**config.mk**
```make
export PLATFORM = sky130hd
export DESIGN_NAME = ueh_top
export DESIGN_NICKNAME = d
export VERILOG_FILES = /design/src/core/ueh_pkg.sv /design/src/core/ueh_watch_if.sv /design/src/core/ueh_top.sv /design/src/core/ueh_watchdog.sv
export SDC_FILE = /design/constraint.sdc
export NUM_CORES = 1
export LEC_CHECK = 0
export ABC_CLOCK_PERIOD_IN_PS = 2950
export BUFFER_PORTS_ARGS = -buffer_cell sky130_fd_sc_hd__buf_2
export CORE_MARGIN = 8
export CORE_UTILIZATION = 55
export CTS_BUF_LIST = sky130_fd_sc_hd__clkbuf_4 sky130_fd_sc_hd__clkbuf_8 sky130_fd_sc_hd__clkbuf_16
export DETAILED_ROUTE_END_ITERATION = 10
export PLACE_DENSITY = 0.74
export SETUP_SLACK_MARGIN = 0.02
export SYNTH_ARGS = -nofsm -noshare
export SYNTH_HDL_FRONTEND = slang
export SYNTH_SLANG_ARGS = --single-unit
export TNS_END_PERCENT = 20
```
**constraint.sdc**
```tcl
create_clock -name mclk_i -period 2.95 [get_ports mclk_i]
set_clock_uncertainty 0.1 [all_clocks]
set_input_delay 0.1475 -clock mclk_i [delete_from_list [all_inputs] [get_ports mclk_i]]
set_output_delay 0.1475 -clock mclk_i [all_outputs]
set_load 0.03 [all_outputs]
```
**src/core/ueh_pkg.sv**
```systemverilog
// Package of constants and types for the unit error handler
package ueh_pkg;

  // ----------------------------------------------------------------
  // Error codes (4-digit hexadecimal)
  // ----------------------------------------------------------------
  localparam logic [15:0] UEH_CODE_NONE      = 16'h0000;
  localparam logic [15:0] UEH_CODE_BUS_FATAL = 16'h0007;
  localparam logic [15:0] UEH_CODE_HOST_ERR  = 16'h0009;
  localparam logic [15:0] UEH_CODE_SLOWDOWN  = 16'h000A;
  localparam logic [15:0] UEH_CODE_SETUP     = 16'h000B;
  localparam logic [15:0] UEH_CODE_DATA      = 16'h000C;
  localparam logic [15:0] UEH_CODE_LOG       = 16'h000D;

  // ----------------------------------------------------------------
  // Fault bit positions in the pending vector
  // ----------------------------------------------------------------
  localparam int UEH_NFAULT     = 6;
  localparam int UEH_B_HOST     = 0;
  localparam int UEH_B_BUS      = 1;
  localparam int UEH_B_SLOWDOWN = 2;
  localparam int UEH_B_SETUP    = 3;
  localparam int UEH_B_DATA     = 4;
  localparam int UEH_B_LOG      = 5;

  // ----------------------------------------------------------------
  // Timing
  // ----------------------------------------------------------------
  localparam int UEH_CLK_HZ          = 40000000;
  localparam int UEH_REFRESH_TMO_US  = 1000;
  localparam int UEH_REFRESH_TMO_CYC = UEH_REFRESH_TMO_US * (UEH_CLK_HZ / 1000000);

  // Power-on log check states
  typedef enum logic [2:0] {
    UEH_ST_CHECK = 3'b001,
    UEH_ST_INIT  = 3'b010,
    UEH_ST_RUN   = 3'b100
  } ueh_state_type;

endpackage : ueh_pkg

```
**src/core/ueh_watch_if.sv**
```systemverilog
// Interface between the handler and its refresh watchdog
`timescale 1ns/1ps
`default_nettype none
interface ueh_watch_if;
  logic refresh;
  logic armed;
  logic expired;
  modport ctrl (output refresh, output armed, input expired);
  modport dog  (input refresh, input armed, output expired);
endinterface : ueh_watch_if
`default_nettype wire

```
**src/core/ueh_top.sv**
```systemverilog
// Unit error handler: fault capture, code posting, stop selection
`timescale 1ns/1ps
`default_nettype none
module ueh_top
  import ueh_pkg::*;
#(
  parameter int REFRESH_TMO_CYC = UEH_REFRESH_TMO_CYC
) (
  input  wire logic        mclk_i,
  input  wire logic        rstn_i,
  input  wire logic        host_restart_i,
  input  wire logic        error_reset_i,
  input  wire logic        host_refresh_i,
  input  wire logic        host_fault_error_i,
  input  wire logic        pendant_slowdown_request_i,
  input  wire logic        param_download_i,
  input  wire logic        host_read_transfer_bad_i,
  input  wire logic        log_check_done_i,
  input  wire logic        log_check_bad_i,
  output logic [15:0]      error_code_o,
  output logic             error_active_o,
  output logic             emergency_stop_o,
  output logic             pendant_slowdown_request_o,
  output logic             log_reinit_o,
  output logic             params_pending_o
);

  // ----------------------------------------------------------------
  // Refresh supervision
  // ----------------------------------------------------------------
  ueh_watch_if wdi ();

  ueh_state_type st_q;
  ueh_state_type st_d;
  logic          armed_q;

  assign wdi.refresh = host_refresh_i;
  assign wdi.armed   = armed_q;

  ueh_watchdog #(
    .TMO_CYC (REFRESH_TMO_CYC)
  ) u_watchdog (
    .mclk_i (mclk_i),
    .rstn_i (rstn_i),
    .wd     (wdi.dog)
  );

  // Arm only after the first refresh so a slow host start-up is not a fault
  always_ff @(posedge mclk_i or negedge rstn_i) begin
    if (!rstn_i) begin
      armed_q <= 1'b0;
    end else if (host_restart_i) begin
      armed_q <= 1'b0;
    end else if (host_refresh_i) begin
      armed_q <= 1'b1;
    end
  end

  // ----------------------------------------------------------------
  // Power-on error log check
  // ----------------------------------------------------------------
  wire log_bad_evt = (st_q == UEH_ST_CHECK) && log_check_done_i && log_check_bad_i;

  always_comb begin
    st_d = st_q;
    case (st_q)
      UEH_ST_CHECK: begin
        if (log_check_done_i) begin
          st_d = log_check_bad_i ? UEH_ST_INIT : UEH_ST_RUN;
        end
      end
      UEH_ST_INIT: st_d = UEH_ST_RUN;
      UEH_ST_RUN:  st_d = UEH_ST_RUN;
      default:     st_d = UEH_ST_CHECK;
    endcase
  end

  always_ff @(posedge mclk_i or negedge rstn_i) begin
    if (!rstn_i) begin
      st_q <= UEH_ST_CHECK;
    end else begin
      st_q <= st_d;
    end
  end

  // ----------------------------------------------------------------
  // Fault capture
  // ----------------------------------------------------------------
  logic [UEH_NFAULT-1:0] pend_q;
  logic [UEH_NFAULT-1:0] pend_d;
  logic [UEH_NFAULT-1:0] set_v;
  logic [UEH_NFAULT-1:0] clr_v;

  assign set_v[UEH_B_HOST]     = host_fault_error_i;
  // Expiry edge only: a standing expiry would overrule the restart that clears it
  logic bus_exp_q;

  always_ff @(posedge mclk_i or negedge rstn_i) begin
    if (!rstn_i) begin
      bus_exp_q <= 1'b0;
    end else begin
      bus_exp_q <= wdi.expired;
    end
  end

  assign set_v[UEH_B_BUS]      = wdi.expired && !bus_exp_q;
  assign set_v[UEH_B_SLOWDOWN] = pendant_slowdown_request_i;
  assign set_v[UEH_B_SETUP]    = param_download_i;
  assign set_v[UEH_B_DATA]     = host_read_transfer_bad_i;
  assign set_v[UEH_B_LOG]      = log_bad_evt;

  assign clr_v[UEH_B_BUS]      = host_restart_i;
  assign clr_v[UEH_B_HOST]     = host_restart_i;
  assign clr_v[UEH_B_SLOWDOWN] = error_reset_i || host_restart_i;
  assign clr_v[UEH_B_SETUP]    = error_reset_i || host_restart_i;
  assign clr_v[UEH_B_DATA]     = error_reset_i || host_restart_i;
  assign clr_v[UEH_B_LOG]      = error_reset_i || host_restart_i;

  // Set wins over clear so a fault arriving with the reset is kept
  assign pend_d = set_v | (pend_q & ~clr_v);

  always_ff @(posedge mclk_i or negedge rstn_i) begin
    if (!rstn_i) begin
      pend_q <= '0;
    end else begin
      pend_q <= pend_d;
    end
  end

  // ----------------------------------------------------------------
  // Code selection
  // ----------------------------------------------------------------
  logic [15:0] code_d;
  logic [15:0] code_q;
  logic [15:0] new_code;
  wire         any_set = |set_v;
  wire         cur_live;

  // Newest event wins; simultaneous events by severity
  assign new_code = set_v[UEH_B_HOST]     ? UEH_CODE_HOST_ERR  :
                    set_v[UEH_B_BUS]      ? UEH_CODE_BUS_FATAL :
                    set_v[UEH_B_LOG]      ? UEH_CODE_LOG       :
                    set_v[UEH_B_DATA]     ? UEH_CODE_DATA      :
                    set_v[UEH_B_SETUP]    ? UEH_CODE_SETUP     :
                    UEH_CODE_SLOWDOWN;

  // Fallback when the shown fault clears but others remain
  logic [15:0] rem_code;
  assign rem_code = pend_d[UEH_B_HOST]     ? UEH_CODE_HOST_ERR  :
                    pend_d[UEH_B_BUS]      ? UEH_CODE_BUS_FATAL :
                    pend_d[UEH_B_LOG]      ? UEH_CODE_LOG       :
                    pend_d[UEH_B_DATA]     ? UEH_CODE_DATA      :
                    pend_d[UEH_B_SETUP]    ? UEH_CODE_SETUP     :
                    pend_d[UEH_B_SLOWDOWN] ? UEH_CODE_SLOWDOWN  :
                    UEH_CODE_NONE;

  assign cur_live = (code_q == UEH_CODE_HOST_ERR  && pend_d[UEH_B_HOST])     ||
                    (code_q == UEH_CODE_BUS_FATAL && pend_d[UEH_B_BUS])      ||
                    (code_q == UEH_CODE_LOG       && pend_d[UEH_B_LOG])      ||
                    (code_q == UEH_CODE_DATA      && pend_d[UEH_B_DATA])     ||
                    (code_q == UEH_CODE_SETUP     && pend_d[UEH_B_SETUP])    ||
                    (code_q == UEH_CODE_SLOWDOWN  && pend_d[UEH_B_SLOWDOWN]);

  assign code_d = any_set ? new_code : (cur_live ? code_q : rem_code);

  // ----------------------------------------------------------------
  // Stop selection and parameter staging
  // ----------------------------------------------------------------
  // emergency stop
  wire emerg_d = pend_d[UEH_B_HOST];
  wire decel_d = (|pend_d) && !emerg_d;

  logic params_q;

  always_ff @(posedge mclk_i or negedge rstn_i) begin
    if (!rstn_i) begin
      code_q           <= UEH_CODE_NONE;
      error_active_o   <= 1'b0;
      emergency_stop_o <= 1'b0;
      pendant_slowdown_request_o     <= 1'b0;
      log_reinit_o     <= 1'b0;
    end else begin
      code_q           <= code_d;
      error_active_o   <= |pend_d;
      emergency_stop_o <= emerg_d;
      pendant_slowdown_request_o     <= decel_d;
      log_reinit_o     <= (st_d == UEH_ST_INIT);
    end
  end

  // new parameters wait for power cycle
  always_ff @(posedge mclk_i or negedge rstn_i) begin
    if (!rstn_i) begin
      params_q <= 1'b0;
    end else if (param_download_i) begin
      params_q <= 1'b1;
    end
  end

  assign error_code_o     = code_q;
  assign params_pending_o = params_q;

endmodule : ueh_top
`default_nettype wire

```
**src/core/ueh_watchdog.sv**
```systemverilog
// Refresh watchdog counting cycles since the last host refresh
`timescale 1ns/1ps
`default_nettype none
module ueh_watchdog
  import ueh_pkg::*;
#(
  parameter int TMO_CYC = UEH_REFRESH_TMO_CYC
) (
  input  wire logic  mclk_i,
  input  wire logic  rstn_i,
  ueh_watch_if.dog   wd
);
  localparam int CW = $clog2(TMO_CYC + 1);
  localparam logic [CW-1:0] LIMIT = CW'(TMO_CYC);

  logic [CW-1:0] cnt_q;
  logic          exp_q;
  wire           at_limit = (cnt_q >= LIMIT);

  always_ff @(posedge mclk_i or negedge rstn_i) begin
    if (!rstn_i) begin
      cnt_q <= '0;
      exp_q <= 1'b0;
    end else if (wd.refresh || !wd.armed) begin
      cnt_q <= '0;
      exp_q <= 1'b0;
    end else if (at_limit) begin
      exp_q <= 1'b1;
    end else begin
      cnt_q <= cnt_q + CW'(1);
    end
  end

  assign wd.expired = exp_q;
endmodule : ueh_watchdog
`default_nettype wire

```
# Yosys cells after proc, flatten, opt, wreduce, memory -nomap -nowiden
# Cells that the tools add are included.
[op_classes] eq_ne=12 n_mux=22 n_lt_le_gt_ge=1 bitwise_logic=3 reduce_logical=25 n_addsub=1
[op_table] op="$eq 16x4->1 const B" n=5
[op_table] op="$mux 16" n=4
[op_table] op="$mux 4" n=8
[op_table] op="$add 16x1->16 const B" n=1
[op_table] op="$eq 16x3->1 const B" n=1
[op_table] op="$ge 16x16->1 const B" n=1
[op_table] op="$mux 3" n=4
[op_table] op="$reduce_or 6->1" n=2
[op_table] op="$logic_and 1x1->1" n=10
[op_table] op="$logic_or 1x1->1" n=7
[op_table] op="$and 6x6->6" n=1
[op_table] op="$eq 3x2->1 const B" n=2
[op_table] op="$not 6->6" n=1
[op_table] op="$or 6x6->6" n=1
[op_table] op="$pmux 3 s2" n=1
[op_table] op="$mux 1" n=5
[op_table] op="$ne 2x2->1 const B" n=2
[op_table] op="$reduce_bool 2->1" n=2
[op_table] op="$eq 3x1->1 const B" n=1
[op_table] op="$eq 3x3->1 const B" n=1
[op_table] op="$logic_not 1->1" n=3
[op_table] op="$reduce_or 2->1" n=1
[word_totals] output_inout_bits=21 reg_bits=49 in_bits=11 wordCells=76

# Depth between registers and ports, before layout
[logic_depth] word_depth=12 ltp_mapped=6 mapped_depth_nobuf=6

# Hierarchy
# Synthesis repeated with hierarchy kept, for this count alone.
[unflattened] cells_unflattened=203 area_unflattened_um2=1993.2
[modules_own_cells] module="ueh_top" cells_each=108 seq_area_each_um2=476.7 instances=1 area_per_inst_um2=1071.0
[modules_own_cells] module="ueh_watchdog" cells_each=95 seq_area_each_um2=425.4 instances=1 area_per_inst_um2=922.1

# Worst setup path before layout
# OpenSTA, ideal clock, no wires.
[synth_path] path_kind="reg2reg" start="reg pend_q[0]" end="reg code_q[0] (netlist: error_code_o[0])" period_less_slack_ns=1.940 stages_incl_launch_ff=6 n_path_buf=0 setup_time_ns=0.128 required_ns=2.722 t_arrival_ns=1.713 slack_ns=1.010 path_cell_list="dfrtp_1 -> nor2b_1 -> o311ai_0 -> o221ai_1 -> o221ai_2 -> mux2_1"
[synth_between] elab_chain_len=9 word_cells_on_any_way=12 cone_classes="eq/ne: 1; mux: 3; bitwise: 2; reduce/logical: 6"
[synth_lines] element="start: declaration" line_no="ueh_top.sv:89" text="logic [UEH_NFAULT-1:0] pend_q;"
[synth_lines] element="start signal: assignment" line_no="ueh_top.sv:126" text="pend_q <= pend_d;"
[synth_lines] element="$and 6x6->6 *" line_no="ueh_top.sv:120" text="assign pend_d = set_v | (pend_q & ~clr_v);"
[synth_lines] element="$or 6x6->6 *" line_no="ueh_top.sv:120"
[synth_lines] element="$logic_and 1x1->1" line_no="ueh_top.sv:157" text="assign cur_live = (code_q == UEH_CODE_HOST_ERR && pend_d[UEH_B_HOST]) ||"
[synth_lines] element="$logic_or 1x1->1" line_no="ueh_top.sv:157"
[synth_lines] element="$logic_or 1x1->1" line_no="ueh_top.sv:158" text="(code_q == UEH_CODE_BUS_FATAL && pend_d[UEH_B_BUS]) ||"
[synth_lines] element="$logic_or 1x1->1" line_no="ueh_top.sv:159" text="(code_q == UEH_CODE_LOG && pend_d[UEH_B_LOG]) ||"
[synth_lines] element="$logic_or 1x1->1" line_no="ueh_top.sv:160" text="(code_q == UEH_CODE_DATA && pend_d[UEH_B_DATA]) ||"
[synth_lines] element="$logic_or 1x1->1" line_no="ueh_top.sv:161" text="(code_q == UEH_CODE_SETUP && pend_d[UEH_B_SETUP]) ||"
[synth_lines] element="$ne 2x2->1 (no line)"
[synth_lines] element="end signal: assignment" line_no="ueh_top.sv:183" text="code_q <= code_d;"
[synth_lines] element="end: declaration" line_no="ueh_top.sv:134" text="logic [15:0] code_q;"
# Every way passes the cells marked *; elsewhere a longest branch is shown, timed or not. The select of a mux whose other input is x is not followed.
# A chain may end at the register's enable or synchronous reset.

# Final worst setup path
[layout_path] start="reg u_watchdog.cnt_q[8]" end="reg u_watchdog.cnt_q[12]"
[layout_between] elab_chain_len=3 word_cells_on_any_way=5 cone_classes="add/sub: 1; order compare: 1; eq/ne: 1; mux: 2"
[layout_lines] element="start: declaration" line_no="ueh_watchdog.sv:16" text="logic [CW-1:0] cnt_q;"
[layout_lines] element="start signal: assignment" line_no="ueh_watchdog.sv:30" text="cnt_q <= cnt_q + CW'(1);"
[layout_lines] element="$add 16x1->16" line_no="ueh_watchdog.sv:30"
[layout_lines] element="$mux 16" line_no="ueh_watchdog.sv:27" text="end else if (at_limit) begin"
[layout_lines] element="$mux 16" line_no="ueh_watchdog.sv:24" text="end else if (wd.refresh || !wd.armed) begin"
# Several ways; a longest one is shown, not always the timed one. The select of a mux whose other input is x is not followed.

==> results.toml <==
[place]
port_buffers = 19
hpwl_um = 2940
gp_congestion = 0.867

[run]
max-cap-violations = 0

[yosys]
yosys_warnings = 0
async_flop_share_pct = 100
synthCells = 201
netlist_area_um2 = 1970
syn-mean-instance-area_um2 = 9.82
synth.area.top_cells = "dfrtp_1 44%, xnor2_1 5.3%, a2111oi_2 4.6%, buf_4 4.6%, nor2_1 4.6%"
synth_top_area_share_pct = 44.4
synth-seq-cells = 36
ys.flop_type = "dfrtp_1"
ys_seq_area_share_pct = 45.7
synth_top_area_cell = "dfrtp_1"
synth_edf_count = 0
synth_common_cells = "35 x dfrtp_1, 24 x nor2_1, 14 x a21oi_1, 14 x inv_1"
yosysUniqueCellTypes = 49
post-synth-top-count-cell = "dfrtp_1"

[floorplan]
start_util_pct = 58.2
fp.dieW_um = 75.9
io_pins = 32
die_area_um2 = 5760
rows = 21
core_um2 = 3390
die_height_um = 75.9

[layout]
antenna_cells = 0
post-route-util_pct = 64.5
drive_above_1_share_pct = 16.6
area_growth_syn_to_layout_pct = 10.8
nets = 241

[timing]
setup_violations = 0
rsz0062_at_grt = "no"
slew_viol_final = 0
fin_tns_setup_ns = 0
hold_viol_final = 0
fmaxAchievable_ghz = 0.431
period_share_pct = 78.7
max_slew.worst_pin.slew_ns = 1.00
slew-limit-headroom_pct = 32.8
layout_min_cycle_time_ns = 2.32

[global_route]
grt_util_all_layers_pct = 15.7
grt_overflow = 0
first_global_vias = 1596
grt_max_degree = 37
grt_pass1_wl_um = 6910
antenna_found_initial = 0

[route]
drc = 0
routed_wl_um = 4060
postRouteAntennaNets = 0
wl_per_cell_um = 14.8
via_per_inst = 5.56
first_iter_violations = 114
firstDrtPassIters = 4
dr_total_vias = 1528

[cts]
cts_max_path_buffers = 2
cts_resized = 0
h-tree-depth = 2
cts-root-buf = "clkbuf_4"
clk_pin_slew_ns = 0.10
cts_buffers = 5
clkLatencyLatePin_ns = 0.34
post_cts_buffers = 0
cts_tree = "yes"
cts_sinks = 36

[critical_path]
r2r_start = "u_watchdog.cnt_q[8]$_DFFE_PN0P_"
r2r_cells = 5
cp_data_required_time_ns = 3.10
cp-start-kind = "flop"
crit_arrival_ns = 2.48
crit_slowest_cell = "or4_1"
cp_slowest_stage_delay_ns = 0.51
r2r-end = "u_watchdog.cnt_q[12]$_DFFE_PN0P_"
endpoint_kind = "flop"
worst-r2r-setup-slack_ns = 0.63
crit_type = "reg2reg"
crit_chain = "nor4_1 -> o21ai_1 -> and2_1 -> or4_1 -> a21oi_1"
cp_max_fo = 12

[power_and_ir_drop]
powerDensity_nw_per_um2 = 416
leakagePower_nw = 0.912
irDropWorstVdd_uv = 257

[worst_hold_path]
hp-class = "in2reg"
hold_end = "pend_q[0]$_DFF_PN0_"
worstHoldPathCells = 2
hold_path.startpoint = "host_fault_error_i"

[status]
status = "finished clean"
[worst max path at each step]
stage	startpoint	to	cells after the start
floorplan	pend_q[0]$_DFF_PN0_	error_code_o[0]$_DFFE_PN0P_	5
global placement	u_watchdog.cnt_q[8]$_DFFE_PN0P_	u_watchdog.cnt_q[12]$_DFFE_PN0P_	5
detailed placement	u_watchdog.cnt_q[8]$_DFFE_PN0P_	u_watchdog.cnt_q[12]$_DFFE_PN0P_	5
CTS	u_watchdog.cnt_q[8]$_DFFE_PN0P_	u_watchdog.cnt_q[12]$_DFFE_PN0P_	5
global route	u_watchdog.cnt_q[8]$_DFFE_PN0P_	u_watchdog.cnt_q[12]$_DFFE_PN0P_	5
finish	u_watchdog.cnt_q[8]$_DFFE_PN0P_	u_watchdog.cnt_q[12]$_DFFE_PN0P_	5
[flip-flops by register name, indices dropped and copies added, names as in the netlist]
signal,cells
params_pending_o,1
bus_exp_q,1
u_watchdog.wd.expired,1
pend_q,6
u_watchdog.cnt_q,16
error_active_o,1
st_q,3
pendant_slowdown_request_o,1
log_reinit_o,1
error_code_o,4
armed_q,1
[repair_timing]
item	CTS	global route
hold buffers	6	1
hold endpoints to repair	40	1
setup endpoints to repair	0	0
[per-stage QoR]
step,setup slack (ns),instances,instance area [µm²],power (mW),hold WS [ns]
floorplan,1.01,212,2010,0.597,-0.248
global placement,0.770,260,2050,0.617,0.163
detailed placement,0.643,260,2050,0.619,0.168
CTS,0.615,274,2180,0.920,0.00578
global route,0.463,275,2190,0.956,0.0466
finish,0.627,275,2190,0.910,0.0499
[critical path: cells and delay by family, from the launching register on]
family | cells | cell delay, ns
simple gates | 3 | 1.18
compound gates | 2 | 0.51
flops | 1 | 0.44
[final cells by class]
class,instances,area [µm²]
Timing Repair Buffer,26,165
Sequential cell,36,902
Inverter,14,52.6
Fill cell,272,1200
Clock buffer,8,66.3
Tap cell,46,57.6
Multi-Input combinational cell,145,942
[cells in the final DEF, fill, tap and decap left out, types with 2 or more instances in the layout]
master         synthesis  layout
inv_1                 14      14
dlygate4sd3_1          0       7
dfrtp_1               35      35
ha_1                   2       2
o31ai_1                2       2
a21oi_1               14      14
clkbuf_4               0       7
a2111oi_0              2       2
o21a_1                 2       2
nor4_1                 2       2
and3_1                 3       3
nand2b_1               5       5
a2111oi_2              6       6
xnor2_1               12      12
nand2_1                6       6
or3_1                  2       2
nand3_1                7       7
o21ai_0                4       4
mux2_1                 3       3
nor2_1                24      24
o22ai_1                3       3
nor2b_1                4       4
nand3b_1               2       2
conb_1                 1      12
a21o_1                 2       2
buf_2                  1      19
or2_2                  2       2
a211oi_1               3       3
and2_1                 4       4
[cells by family after synthesis]
| family | synth area share (%) |
|---|---|
| fa+ha+maj | 1.27 |
| mux | 2.22 |
| compound gates | 18.0 |
| flops | 45.7 |
| xor+xnor | 5.33 |
| other cells | 0.190 |
| buf+inv | 8.62 |
| simple gates | 18.6 |
[metal layers]
| layer | GRT usage, % | routed length [µm] | vias up |
|---|---|---|---|
| met4 | 7.46 | 57 | 0 |
| met5 | 0 | 0 | - |
| li1 | - | - | 740 |
| met1 | 16.0 | 1550 | 744 |
| met2 | 28.6 | 2210 | 37 |
| met3 | 4.34 | 244 | 7 |
[where the power goes]
group	switching [mW]	internal, mW
sequential	0.00874	0.503
clock	0.157	0.136
combinational	0.0734	0.0322
total	0.239	0.671
(Power assumes the default switching activity.)
